<file path="src/inc/isf_pkg.sv">
// shared constants for the two-wire bus status-flag block
package isf_pkg;

  // ************************************************************
  // register byte offsets
  // ************************************************************
  localparam logic [7:0] ISF_OFS_STATUS = 8'h00;
  localparam logic [7:0] ISF_OFS_CTRL1  = 8'h04;
  localparam logic [7:0] ISF_OFS_CTRL2  = 8'h08;
  localparam logic [7:0] ISF_OFS_ADDR1  = 8'h0C;
  localparam logic [7:0] ISF_OFS_RANGE  = 8'h10;
  localparam logic [7:0] ISF_OFS_EVT    = 8'h14;
  localparam logic [7:0] ISF_OFS_MASK   = 8'h18;

  // ************************************************************
  // bus_status field positions
  // ************************************************************
  localparam int ISF_ST_ARBITRATION_LOST_FLAG = 4;
  localparam int ISF_ST_RAM  = 3;
  localparam int ISF_ST_SRW  = 2;
  localparam int ISF_ST_IRQ  = 1;
  localparam int ISF_ST_RX_ACK_STATUS = 0;

  // ************************************************************
  // control_one and control-two field positions
  // ************************************************************
  localparam int ISF_C1_IRQEN = 6;
  localparam int ISF_C1_TX_ACK_CONTROL  = 3;
  localparam int ISF_C2_RANGE_MATCH_ENABLE  = 3;
  localparam int ISF_C2_SMB   = 1;
  localparam int ISF_C2_FAST_ACK_SELECT  = 0;

  // ************************************************************
  // event status / mask layout
  // ************************************************************
  localparam int ISF_EV_BYTE    = 0;
  localparam int ISF_EV_MATCH   = 1;
  localparam int ISF_EV_ARB     = 2;
  localparam int ISF_EV_TIMEOUT = 3;
  localparam int ISF_EV_W       = 4;

  // ************************************************************
  // widths and reset values
  // ************************************************************
  localparam int ISF_REG_W  = 8;
  localparam int ISF_ADDR_W = 7;
  localparam logic [7:0] ISF_RST_REG = 8'h00;
  localparam logic [31:0] ISF_RST_WORD = 32'h0000_0000;

endpackage

</file>
<file path="src/hdl/isf_status_flags.sv">
// status-flag logic of a two-wire serial bus controller, with APB slave
`timescale 1ns/1ns
// ************************************************************
// Notes on behaviour
// - range enabled: nonzero address in range sets flag
// - control_one write clears range flag; a same-cycle range call wins
// - slave direction shows received read/write bit
// - pending flag set by events, write-one clears
// - fast ack off: flag after ack bit
// - written ack control drives ack or nack
// - fast ack on: flag after eight bits
// - any slave address match sets pending flag
// - smbus timeouts set flag, except high ones
// - receive acknowledge recorded after transmitted byte
// - arbitration-lost flag set, write-one clears
// ************************************************************
module isf_status_flags
  import isf_pkg::*;
#(
  parameter int ADDR_W = ISF_ADDR_W
) (
  input  wire logic              clk,             // 250 MHz module clock
  input  wire logic              reset,           // synchronous, active high
  input  wire logic              psel,            // apb select
  input  wire logic              penable,         // apb access phase
  input  wire logic              pwrite,          // apb direction
  input  wire logic [7:0]        paddr,           // apb byte address
  input  wire logic [31:0]       pwdata,          // apb write data
  output logic                   pready,          // apb ready
  output logic [31:0]            prdata,          // apb read data
  output logic                   pslverr,         // apb error on unmapped
  input  wire logic              addrValid,       // pulse: calling address taken
  input  wire logic [ADDR_W-1:0] callAddr,        // received calling address
  input  wire logic              callRw,          // read/write bit of it
  input  wire logic              alertMatch,      // alert response matched
  input  wire logic              secondMatch,     // second slave address matched
  input  wire logic              generalCall,     // general call matched
  input  wire logic              byteDataDone,    // pulse: eight data bits done
  input  wire logic              byteAckDone,     // pulse: ack bit done
  input  wire logic              txMode,          // device is transmitting
  input  wire logic              ackSampled,      // sda level at ack bit
  input  wire logic              arbLost,         // pulse: arbitration lost
  input  wire logic              lowTimeout,      // pulse: clock-low style timeout
  input  wire logic              clkHighTimeout,  // pulse: clock-high timeout
  input  wire logic              dataHighTimeout, // pulse: data-high timeout
  output logic                   ackDrive,        // ack level to drive, 1 = nack
  output logic                   moduleIrqEnable, // control_one irq enable
  output logic                   irq              // level interrupt
);

  // ************************************************************
  // state
  // ************************************************************
  typedef struct packed {
    logic                pready;
    logic [31:0]         prdata;
    logic                pslverr;
    logic                arbitrationLostFlag;
    logic                rangeMatchFlag;
    logic                slaveDirection;
    logic                irqPendingFlag;
    logic                rxAckStatus;
    logic [ISF_REG_W-1:0] controlOne;
    logic [ISF_REG_W-1:0] controlTwo;
    logic [ADDR_W-1:0]   primarySlaveAddress;
    logic [ADDR_W-1:0]   upperRangeAddress;
    logic [ISF_EV_W-1:0] evtStatus;
    logic [ISF_EV_W-1:0] evtMask;
    logic                irq;
  } isf_state_t;

  isf_state_t s;
  isf_state_t next_s;

  // ************************************************************
  // decode helpers
  // ************************************************************
  logic                setupPhase;
  logic                wrDone;
  logic                mapped;
  logic                primaryHit;
  logic                rangeHit;
  logic                anyMatch;
  logic                byteEvent;
  logic                timeoutEvent;
  logic [ISF_EV_W-1:0] evtSet;
  logic [31:0]         readWord;

  always_comb begin
    setupPhase = psel && !penable;
    wrDone     = psel && penable && s.pready && pwrite;
    mapped     = (paddr == ISF_OFS_STATUS) || (paddr == ISF_OFS_CTRL1)
              || (paddr == ISF_OFS_CTRL2) || (paddr == ISF_OFS_ADDR1)
              || (paddr == ISF_OFS_RANGE) || (paddr == ISF_OFS_EVT)
              || (paddr == ISF_OFS_MASK);
    primaryHit = (callAddr == s.primarySlaveAddress);
    // range covers above the primary address up to the upper one
    rangeHit   = s.controlTwo[ISF_C2_RANGE_MATCH_ENABLE] && (callAddr != '0)
              && ((callAddr == s.upperRangeAddress)
              || ((callAddr > s.primarySlaveAddress)
              && (callAddr <= s.upperRangeAddress)));
    anyMatch   = addrValid && (primaryHit || rangeHit || alertMatch
              || secondMatch || generalCall);
    // fast ack moves the flag ahead of the ack bit so software can choose it
    byteEvent  = s.controlTwo[ISF_C2_FAST_ACK_SELECT] ? byteDataDone : byteAckDone;
    // high timeouts only mean idle bus, so they never interrupt
    timeoutEvent = s.controlTwo[ISF_C2_SMB] && lowTimeout;
    evtSet = '0;
    evtSet[ISF_EV_BYTE]    = byteEvent;
    evtSet[ISF_EV_MATCH]   = anyMatch;
    evtSet[ISF_EV_ARB]     = arbLost;
    evtSet[ISF_EV_TIMEOUT] = timeoutEvent;
  end

  // ************************************************************
  // read multiplexer
  // ************************************************************
  always_comb begin
    readWord = ISF_RST_WORD;
    case (paddr)
      ISF_OFS_STATUS: begin
        readWord[ISF_ST_ARBITRATION_LOST_FLAG] = s.arbitrationLostFlag;
        readWord[ISF_ST_RAM]  = s.rangeMatchFlag;
        readWord[ISF_ST_SRW]  = s.slaveDirection;
        readWord[ISF_ST_IRQ]  = s.irqPendingFlag;
        readWord[ISF_ST_RX_ACK_STATUS] = s.rxAckStatus;
      end
      ISF_OFS_CTRL1: readWord[ISF_REG_W-1:0] = s.controlOne;
      ISF_OFS_CTRL2: readWord[ISF_REG_W-1:0] = s.controlTwo;
      ISF_OFS_ADDR1: readWord[ADDR_W:1] = s.primarySlaveAddress;
      ISF_OFS_RANGE: readWord[ADDR_W:1] = s.upperRangeAddress;
      ISF_OFS_EVT:   readWord[ISF_EV_W-1:0] = s.evtStatus;
      ISF_OFS_MASK:  readWord[ISF_EV_W-1:0] = s.evtMask;
      default:       readWord = ISF_RST_WORD;
    endcase
  end

  // ************************************************************
  // next state
  // ************************************************************
  always_comb begin
    next_s = s;
    // zero-wait slave: answer prepared in setup, shown in first access cycle
    next_s.pready  = setupPhase;
    next_s.pslverr = setupPhase && !mapped;
    next_s.prdata  = setupPhase ? readWord : ISF_RST_WORD;

    // clears from software first, so hardware sets below win a tie
    if (wrDone) begin
      case (paddr)
        ISF_OFS_STATUS: begin
          if (pwdata[ISF_ST_ARBITRATION_LOST_FLAG]) begin
            next_s.arbitrationLostFlag = 1'b0;
          end
          if (pwdata[ISF_ST_IRQ]) begin
            next_s.irqPendingFlag = 1'b0;
          end
        end
        ISF_OFS_CTRL1: begin
          next_s.controlOne     = pwdata[ISF_REG_W-1:0];
          next_s.rangeMatchFlag = 1'b0;
        end
        ISF_OFS_CTRL2: next_s.controlTwo = pwdata[ISF_REG_W-1:0];
        ISF_OFS_ADDR1: next_s.primarySlaveAddress = pwdata[ADDR_W:1];
        ISF_OFS_RANGE: next_s.upperRangeAddress = pwdata[ADDR_W:1];
        ISF_OFS_EVT:   next_s.evtStatus = s.evtStatus & ~pwdata[ISF_EV_W-1:0];
        ISF_OFS_MASK:  next_s.evtMask = pwdata[ISF_EV_W-1:0];
        default: begin
        end
      endcase
    end

    // set after the clear above, so a call beats a control_one write
    if (addrValid && rangeHit) begin
      next_s.rangeMatchFlag = 1'b1;
    end
    if (anyMatch) begin
      next_s.slaveDirection = callRw;
    end
    if (byteAckDone && txMode) begin
      next_s.rxAckStatus = ackSampled;
    end
    if (arbLost) begin
      next_s.arbitrationLostFlag = 1'b1;
    end
    if (|evtSet) begin
      next_s.irqPendingFlag = 1'b1;
    end
    next_s.evtStatus = next_s.evtStatus | evtSet;
    next_s.irq       = |(next_s.evtStatus & s.evtMask);
  end

  always_ff @(posedge clk) begin
    if (reset) begin
      s <= '0;
    end else begin
      s <= next_s;
    end
  end

  // ************************************************************
  // outputs
  // ************************************************************
  assign pready          = s.pready;
  assign prdata          = s.prdata;
  assign pslverr         = s.pslverr;
  assign ackDrive        = s.controlOne[ISF_C1_TX_ACK_CONTROL];
  assign moduleIrqEnable = s.controlOne[ISF_C1_IRQEN];
  assign irq             = s.irq;
endmodule

</file>
<file path="config.mk">
export PLATFORM = sky130hd
export DESIGN_NAME = isf_status_flags
export DESIGN_NICKNAME = d
export VERILOG_FILES = /design/src/inc/isf_pkg.sv /design/src/hdl/isf_status_flags.sv
export SDC_FILE = /design/constraint.sdc
export NUM_CORES = 1
export LEC_CHECK = 0
export ABC_CLOCK_PERIOD_IN_PS = 3900
export BUFFER_PORTS_ARGS = -buffer_cell sky130_fd_sc_hd__buf_2
export CORE_ASPECT_RATIO = 1.5
export CORE_MARGIN = 1
export CORE_UTILIZATION = 54
export CTS_CLUSTER_DIAMETER = 40
export DETAILED_ROUTE_END_ITERATION = 10
export PLACE_DENSITY = 0.85
export SLEW_MARGIN = 20
export SYNTH_ARGS = -nofsm -noshare
export SYNTH_HDL_FRONTEND = slang
export SYNTH_SLANG_ARGS = --single-unit
</file>
<file path="constraint.sdc">
create_clock -name clk -period 3.9 [get_ports clk]
set_clock_uncertainty 0.05 [all_clocks]
set_input_delay 0.975 -clock clk [delete_from_list [all_inputs] [get_ports clk]]
set_output_delay 0.975 -clock clk [all_outputs]
set_load 0.02 [all_outputs]
</file>
==> flow_summary.yaml, run 1 <==
status:
  status: "complete, no violations"
critical_path:
  critPathLaunch: "paddr[1]"
  reg2reg_slack_ns: 1.51
  crit_type: "in2reg"
  critPathLaunchType: "input pin"
  r2r_cells: 8
  end_kind: "register"
  critical_path.max_fanout: 6
  r2r-end: "irq"
  r2r-start: "s[13]"
  worstPathRequired_ns: 4.01
  arrival_ns: 2.84
timing:
  hold_ws_ns: 0.410
  slew_headroom: 0.432
  final-hold-violation-count: 0
  final.period_utilization: 0.699
  finalSetupViolCount: 0
  finalSetupTns_ns: 0
  rsz0062_at_grt: "no"
  tightest_slew_ns: 0.853
  timing.fmax_mhz: 367
  fin_crit_ns: 2.73
  drv_slew: 0
clock_tree:
  cts_buffer_depth: 2
  clk_pin_slew_ns: 0.09
  h-tree-depth: 2
  cts_tree: "done"
  cts_resized: 0
  ctsHoldBuffers: 0
  clk_latency_ns: 0.30
  ctsRootBufferMaster: "clkbuf_8"
  post_cts_buffers: 0
  cts_buffers: 5
  cts.sinks: 54
global_routing:
  antenna_found_initial: 0
  grt_pass1_vias: 2440
  grt_first_pass_wirelength_mm: 11.5
  grt_overflow: 0
  grtUsageTotal: 0.253
  grt_max_degree: 49
synthesis:
  yosys.area_share.simple: 0.239
  synth_top_family_by_area: "simple AND/OR/NAND/NOR gates"
  synth_area_um2: 2930
  synth_area_leaders: "dfxtp_1 (37%), a21oi_1 (8.7%), buf_4 (8.2%), nand3_1 (7.3%), nand2_1 (6.8%)"
  ys_seq_area_frac: 0.369
  synth_common_cells: "dfxtp_1 (54), nand2_1 (53), a21oi_1 (51)"
  synth.largest_area_cell: "dfxtp_1"
  synthCells: 364
  ys.flop_type: "dfxtp_1"
  ys_types: 51
  synth_top_area_frac: 0.369
  syn_area_per_cell_um2: 8.05
  ys_warn_count: 0
  synth_edf_count: 0
  synth-xor-area-share: 0.00299
  synth_compound_area_frac: 0.186
  yosys_register_bits: 54
  synthMuxAreaShare: 0.0137
  async_flop_share: 0
  synth_most_common_cell: "dfxtp_1"
  yosys.area_share.adder: 0.0598
finish:
  nets: 483
  antennaDiodeCount: 0
  fin_cells: 473
  seqCellArea_um2: 1080
  layout-drive-gt1-share: 0.185
  syn2layout_area_growth_pct: 9.69
  fill_cells: 452
  multi_input_area_um2: 1560
  design_area_um2: 3210
min_path:
  hold_class: "reg2reg"
  whs_endpoint: "s[32]"
  min_path_cells: 2
  min-delay-start: "s[32]"
power:
  finalPower_w: 0.00104
  leakage_nw: 1.17
  ir_worst_vdd_mv: 0.257
  powerDensity_nw_per_um2: 322
floorplan:
  start_util: 0.567
  dieArea_um2: 5730
  coreArea_um2: 5160
  rows: 32
  die_h_um: 92.2
  die_width_um: 62.1
  io_pins: 102
placed_design:
  place_area_um2: 3110
  place_inst: 465
  gp_congestion: 1.01
  hpwlAfterDp_mm: 5.37
  portBuffers: 51
detailed_routing:
  via_count: 2782
  detail-route-antenna-nets: 0
  post_drt_wl_per_cell_um: 15.2
  viasPerCell: 5.88
  drt-initial-drc-count: 161
  first_pass_iters: 7
  drt_wl_total_mm: 7.20
  drcViolationCount: 0
job:
  maxCapViolations: 0
==> power by group <==
part / switching [W] / internal, W
Sequential: 0.00000356 / 0.000557
Clock: 0.000174 / 0.000192
Combinational: 0.0000739 / 0.0000356
==> through the flow <==
stage | util | setup WS [ns]
6_report | 0.622 | 1.17
5_1_grt | 0.622 | 0.937
3_3_place_gp | 0.602 | 0.892
4_1_cts | 0.622 | 1.17
3_5_place_dp | 0.602 | 0.859
2_1_floorplan | - | 1.25
==> worst max-delay path by stage <==
stage / slack (ns) / to
after floorplan: 1.25 / irq
after global placement: 0.89 / irq
after detailed placement: 0.86 / irq
after CTS: 1.17 / irq
after global routing: 0.94 / irq
final: 1.17 / irq
==> logic make-up after synthesis <==
| kind of cell | Yosys count |
|---|---|
| xor gates and xnor gates | 1 |
| and+or+nand+nor | 139 |
| adders and majority gates | 14 |
| muxes | 4 |
| other | 1 |
| buffers and inverters | 67 |
| AOI/OAI and AO/OA | 84 |
| DFF | 54 |
==> critical path, stage by stage <==
cell and delay [ns]:
buf_2 0.12, or4b_1 0.67, o41ai_1 0.54, nor3b_1 0.13, a221oi_2 0.25, o311ai_1 0.14
==> cell type report <==
cell class / instances / area share
repair buffers: 59 / 0.0981
well taps: 68 / 0.0265
multi-input cells: 266 / 0.485
clock inverters: 1 / 0.00934
inverters: 18 / 0.0210
flip-flops and latches: 54 / 0.336
clock buffers: 7 / 0.0237
==> per-layer routing <==
layer  GRT usage  vias up  wire (um)
met4       0.147        0        341
li1            -     1330          -
met5           0        -          0
met3      0.0410       24        553
met2       0.441      162       3650
met1       0.289     1266       2650
==> cells in the final DEF (no fill, tap or decap), types with 3 or more instances in the layout <==
master	Yosys	layout
a31oi_1	3	3
buf_2	4	51
nand4_1	4	4
nor3_1	3	3
a21oi_1	51	51
or4b_1	3	3
nor2_1	11	11
nand2b_1	3	3
a22oi_1	6	6
conb_1	1	24
nand3_1	43	43
ha_1	14	14
a222oi_1	5	5
buf_4	32	8
nand2_1	53	53
clkbuf_8	0	5
a221oi_1	3	3
dfxtp_1	54	54
inv_1	18	18
mux2i_1	4	4
==> state kept, by name, summed over array words and instances, names as in the netlist <==
register,cells
pslverr,1
irq,1
moduleIrqEnable,1
s,41
ackDrive,1
prdata,8
pready,1
No activity file was read; power rests on OpenSTA's default activity.
==> run 2: changes to the inputs <==
--- a/config.mk
+++ b/config.mk
@@ -5,14 +5,14 @@
 export SDC_FILE = /design/constraint.sdc
 export NUM_CORES = 1
 export LEC_CHECK = 0
-export ABC_CLOCK_PERIOD_IN_PS = 3900
+export ABC_CLOCK_PERIOD_IN_PS = 2320
 export BUFFER_PORTS_ARGS = -buffer_cell sky130_fd_sc_hd__buf_2
 export CORE_ASPECT_RATIO = 1.5
 export CORE_MARGIN = 1
-export CORE_UTILIZATION = 54
+export CORE_UTILIZATION = 45
 export CTS_CLUSTER_DIAMETER = 40
 export DETAILED_ROUTE_END_ITERATION = 10
-export PLACE_DENSITY = 0.85
+export PLACE_DENSITY = 0.76
 export SLEW_MARGIN = 20
 export SYNTH_ARGS = -nofsm -noshare
 export SYNTH_HDL_FRONTEND = slang
==> constraint.sdc (replaced) <==
create_clock -name clk -period 2.32 [get_ports clk]
set_clock_uncertainty 0.05 [all_clocks]
set_input_delay 0.58 -clock clk [delete_from_list [all_inputs] [get_ports clk]]
set_output_delay 0.58 -clock clk [all_outputs]
set_load 0.02 [all_outputs]
==> run 2 against run 1 <==
Sequential share of layout area down 2.2 points. Die area up 19%. Count of clock-buffer cells in the layout down 1. Critical endpoint unchanged.
==> flow_summary.yaml, run 2 (synthesized netlist as in run 1, its figures left out) <==
status:
  status: "complete, no violations"
critical_path:
  slowest_delay_ns: 0.65
  end_kind: "register"
  arrival_ns: 2.34
  critPathLaunchType: "input pin"
  crit_type: "in2reg"
  cp_top_family: "compound AO/OA/AOI/OAI gates"
  critical_path.max_fanout: 4
  worstPathRequired_ns: 2.46
  crit_slowest_cell: "or4b_1"
  worstPathCellList: "buf_2 > or4b_1 > o41ai_1 > nor3b_1 > a221oi_2 > o311ai_1"
  cp_num_buf_inv: 1
timing:
  rsz0062_at_grt: "no"
  slew_headroom: 0.670
  fin_crit_ns: 2.20
  timing.fmax_mhz: 455
  finalSetupTns_ns: 0
  finalSetupViolCount: 0
  drv_slew: 0
  tightest_slew_ns: 0.488
  final-hold-violation-count: 0
  final.period_utilization: 0.948
floorplan:
  rows: 35
  coreArea_um2: 6220
  io_pins: 102
  die_h_um: 101
  start_util: 0.471
  dieArea_um2: 6840
  die_width_um: 67.9
power:
  powerDensity_nw_per_um2: 497
  ir_worst_vdd_mv: 0.413
  finalPower_w: 0.00171
  clkPwrFrac: 0.326
  swShare: 0.265
  p_int_w: 0.00126
  seq_power_share: 0.551
  power_switching_w: 0.000452
  leakage_nw: 1.30
  combPwrFrac: 0.122
global_routing:
  grtUsageTotal: 0.236
  grt_max_degree: 48
  antenna_found_initial: 0
  grt_first_pass_wirelength_mm: 12.0
  grt_overflow: 0
  grt_pass1_vias: 2571
detailed_routing:
  drt-initial-drc-count: 136
  first_pass_iters: 6
  post_drt_wl_per_cell_um: 15.4
  drt_wl_total_mm: 7.76
  drcViolationCount: 0
  via_count: 2874
  detail-route-antenna-nets: 0
  viasPerCell: 5.69
clock_tree:
  cts_resized: 0
  cts_buffers: 5
  cts_buffer_depth: 2
  post_cts_buffers: 0
  clk_pin_slew_ns: 0.09
  clk_latency_ns: 0.31
  ctsHoldBuffers: 0
  cts.sinks: 54
  ctsRootBufferMaster: "clkbuf_8"
  h-tree-depth: 2
  cts_tree: "done"
finish:
  seqCellArea_um2: 1080
  layout-drive-gt1-share: 0.241
  antennaDiodeCount: 0
  max_flop_register: "s"
  fill_cells: 600
  syn2layout_area_growth_pct: 17.3
  finish.utilization: 0.553
  largest_reg_flops: 41
  layout_common_cells: "dfxtp_1 (54), nand2_1 (53), a21oi_1 (51), buf_2 (51), nand3_1 (43)"
  layout_commonest_cell: "dfxtp_1"
  nets: 509
  multi_input_area_um2: 1570
min_path:
  hold_class: "reg2reg"
placed_design:
  gp_congestion: 0.930
  portBuffers: 51
  hpwlAfterDp_mm: 5.88
job:
  maxCapViolations: 0
[run 2: changes by cell type in the layout (fill, tap and decap cells not counted)]
cell | previous run | this run
clkbuf_1 | 2 | 0
a2111oi_2 | 0 | 1
bufinv_16 | 1 | 0
a2111oi_0 | 1 | 0
buf_4 | 8 | 32
clkbuf_8 | 5 | 6
clkinvlp_4 | 0 | 1
clkinv_2 | 0 | 1
buf_12 | 0 | 2
[run 2: path summary, 6_finish.rpt]
| check | startpoint | to | slack [ns] | cells past startpoint |
|---|---|---|---|---|
| setup reg to reg | s[13] | irq | 0.14 | 9 |
| setup / recovery | paddr[1] | irq | 0.12 | 6 |
| hold / removal | s[28] | s[28] | 0.42 | 2 |
| hold reg to reg | s[28] | s[28] | 0.42 | 2 |
[run 2: final cells by class]
type,count,area share
flip-flops and latches,54,0.315
clock inverters,2,0.00364
repair buffers,85,0.156
multi-input cells,266,0.455
well taps,74,0.0269
clock buffers,6,0.0240
inverters,18,0.0197
[run 2: per-layer routing]
layer,vias up,GRT usage,part of all wire
met2,123,0.402,0.51
met5,-,0,0
met4,0,0.130,0.033
met1,1354,0.271,0.40
met3,21,0.0407,0.065
li1,1376,-,-
[run 2: power by group through the flow]
stage          combinational (W)  sequential [W]  clock, W
2_1_floorplan           0.000137        0.000963         0
3_3_place_gp            0.000198        0.000962         0
3_5_place_dp            0.000204        0.000963         0
4_1_cts                 0.000205        0.000941  0.000560
5_1_grt                 0.000230        0.000943  0.000598
6_report                0.000209        0.000942  0.000557
[run 2: per-stage QoR]
| stage | instance area (um2) | hold slack, ns | instances | setup slack [ns] |
|---|---|---|---|---|
| 2_1_floorplan | 3020 | 0.382 | 387 | 0.0661 |
| 3_3_place_gp | 3340 | 0.393 | 497 | -0.182 |
| 3_5_place_dp | 3340 | 0.401 | 497 | -0.197 |
| 4_1_cts | 3430 | 0.414 | 505 | 0.112 |
| 5_1_grt | 3440 | 0.437 | 505 | 0.00606 |
| 6_report | 3440 | 0.419 | 505 | 0.120 |
[run 2: worst reg2reg max path, stage by stage, from the launching register on]
cell	delay (ns)
dfxtp_1	0.39
inv_1	0.06
ha_1	0.28
a21o_1	0.17
a21o_1	0.18
a2111oi_2	0.35
buf_4	0.17
a211oi_1	0.07
buf_4	0.17
o311ai_1	0.21
==> run 3: changes to the inputs <==
--- a/config.mk
+++ b/config.mk
@@ -5,6 +5,7 @@
 export SDC_FILE = /design/constraint.sdc
 export NUM_CORES = 1
 export LEC_CHECK = 0
+export ABC_AREA = 1
 export ABC_CLOCK_PERIOD_IN_PS = 2320
 export BUFFER_PORTS_ARGS = -buffer_cell sky130_fd_sc_hd__buf_2
 export CORE_ASPECT_RATIO = 1.5
==> run 3 against run 2 <==
Maximum frequency grew 20%. Non-clock buffer count decreased by 24. Cell count increased by 5.7%. Synthesized cell count rose by 12%. Die area rose by 1.4%. Combinational power fell by 11%. Wire length down 11%. Sequential cell count unchanged. Count of clock-buffer cells in the layout stayed put.
==> flow_summary.yaml, run 3 <==
status:
  status: "complete, no violations"
finish:
  fin_cells: 534
  antennaDiodeCount: 0
  layout-drive-gt1-share: 0.198
  max_flop_register: "s"
  syn2layout_area_growth_pct: 11.4
  nets: 538
  layout_commonest_cell: "nand2_1"
  largest_reg_flops: 41
  design_area_um2: 3310
  layout_common_cells: "nand2_1 (83), dfxtp_1 (54), buf_2 (51)"
synthesis:
  synth_area_um2: 2970
  ys_seq_area_frac: 0.364
  syn_area_per_cell_um2: 7.30
  yosys.area_share.adder: 0.0589
  synth_area_leaders: "dfxtp_1 (36%), nand2_1 (10%), buf_4 (8.3%), a21oi_1 (7.2%), o21ai_0 (6.9%)"
  synth_edf_count: 0
  yosys.area_share.simple: 0.239
  synthCells: 407
  yosys_register_bits: 54
  synth_top_family_by_area: "simple AND/OR/NAND/NOR gates"
  ys_types: 32
  ys.flop_type: "dfxtp_1"
  ys_warn_count: 0
  synth-xor-area-share: 0
  synthMuxAreaShare: 0
  synth_most_common_cell: "nand2_1"
  synth_common_cells: "nand2_1 (83), dfxtp_1 (54), inv_1 (48)"
  synth_compound_area_frac: 0.175
  synth.largest_area_cell: "dfxtp_1"
  async_flop_share: 0
  synth_top_area_frac: 0.364
critical_path:
  crit_type: "reg2reg"
  reg2reg_slack_ns: 0.48
  cp_top_family: "simple AND/OR/NAND/NOR gates"
  end_kind: "register"
  arrival_ns: 1.99
  critical_path.max_fanout: 3
  critPathMostFrequentCell: "nand2_1"
  worstPathCellList: "inv_1 > ha_1 > nand2_1 > nor2_1 > nand4_1 > nand3_1 > nand2_1 > nand2_1 > nand2_1 > o21ai_0 > inv_1"
  crit_slowest_cell: "dfxtp_1"
  critPathLaunchType: "register"
  slowest_delay_ns: 0.36
  cp_num_buf_inv: 2
  worstPathRequired_ns: 2.48
placed_design:
  gp_congestion: 0.907
  portBuffers: 51
  place_inst: 526
  place_ws_ns: 0.194
  place_area_um2: 3200
  hpwlAfterDp_mm: 5.56
timing:
  timing.fmax_mhz: 545
  hold_ws_ns: 0.420
  layout_setup_ws_ns: 0.484
  fin_crit_ns: 1.84
  finalSetupViolCount: 0
  drv_slew: 0
  rsz0062_at_grt: "no"
  final-hold-violation-count: 0
  finalSetupTns_ns: 0
  final.period_utilization: 0.792
detailed_routing:
  drt-initial-drc-count: 118
  via_count: 2726
  met3_length_um: 284
  first_pass_iters: 4
  drt_wl_total_mm: 6.94
  detail-route-antenna-nets: 0
  wl_met1_mm: 2.74
  drcViolationCount: 0
  viasPerCell: 5.10
  top_layer_used: "met4"
  wl_met2_mm: 3.67
  post_drt_wl_per_cell_um: 13.0
floorplan:
  coreArea_um2: 6260
  io_pins: 102
  dieArea_um2: 6940
  rows: 35
  die_h_um: 102
  die_width_um: 68.4
  start_util: 0.475
job:
  maxCapViolations: 0
clock_tree:
  cts_resized: 0
  clk_pin_slew_ns: 0.10
  clk_latency_ns: 0.31
  cts.sinks: 54
  post_cts_buffers: 0
  cts_tree: "done"
  cts_buffer_depth: 2
  ctsHoldBuffers: 0
  ctsRootBufferMaster: "clkbuf_8"
  h-tree-depth: 2
  cts_buffers: 5
min_path:
  hold_class: "reg2reg"
power:
  ir_worst_vdd_mv: 0.460
  leakage_nw: 1.51
  powerDensity_nw_per_um2: 530
global_routing:
  grt_pass1_vias: 2557
  grt_max_degree: 20
  antenna_found_initial: 0
  grt_overflow: 0
  grt_first_pass_wirelength_mm: 11.3
  grtUsageTotal: 0.216
[run 3: cell types whose count changed in the layout (fill, tap and decap cells not counted), sizes merged, moves of 21 or more]
cell / delta
nor2: +21
inv: +36
nand3: -33
o21ai: +41
nand2: +33
buf: -24
[run 3: worst min-delay path: cells and delay by family, from the launching register on]
family / cells / cell delay (ns)
AND/OR/NAND/NOR: 1 / 0.06
flip-flops: 1 / 0.32
AO/OA/AOI/OAI: 1 / 0.05
[run 3: through the flow]
| stage | power, W | util |
|---|---|---|
| floorplan | 0.00111 | - |
| global placement | 0.00114 | 0.511 |
| detailed placement | 0.00115 | 0.511 |
| CTS | 0.00176 | 0.529 |
| global route | 0.00183 | 0.529 |
| finish | 0.00176 | 0.529 |
[run 3: metal layers]
layer,vias up,track usage
met5,-,0
met4,0,0.119
met3,22,0.0259
met2,92,0.380
met1,1229,0.242
li1,1383,-
[run 3: cell families (layout without fill, tap and decap cells)]
kind of cell	after synthesis	count (layout)
other	1	24
and+or+nand+nor	149	149
buffers and inverters	93	123
adders and majority gates	14	14
DFF	54	54
AOI/OAI and AO/OA	96	96
[run 3: area by class of cell]
type	count	area, um2
clock buffers	6	72.6
clock inverters	2	37.5
fillers	603	2950
inverters	54	203
multi-input cells	283	1500
flip-flops and latches	54	1080
well taps	74	92.6
repair buffers	61	330
[run 3: final timing paths]
path,from,to,cells past startpoint
min reg2reg,s[39],s[39],2
max reg2reg,s[22],s[40],11
max,s[22],s[40],11
min,s[39],s[39],2
[run 3: where the power goes]
group          internal [W]  switching [W]  total (W)
clock network      0.000322       0.000307   0.000629
logic             0.0000592       0.000127   0.000186
registers          0.000936     0.00000503   0.000941
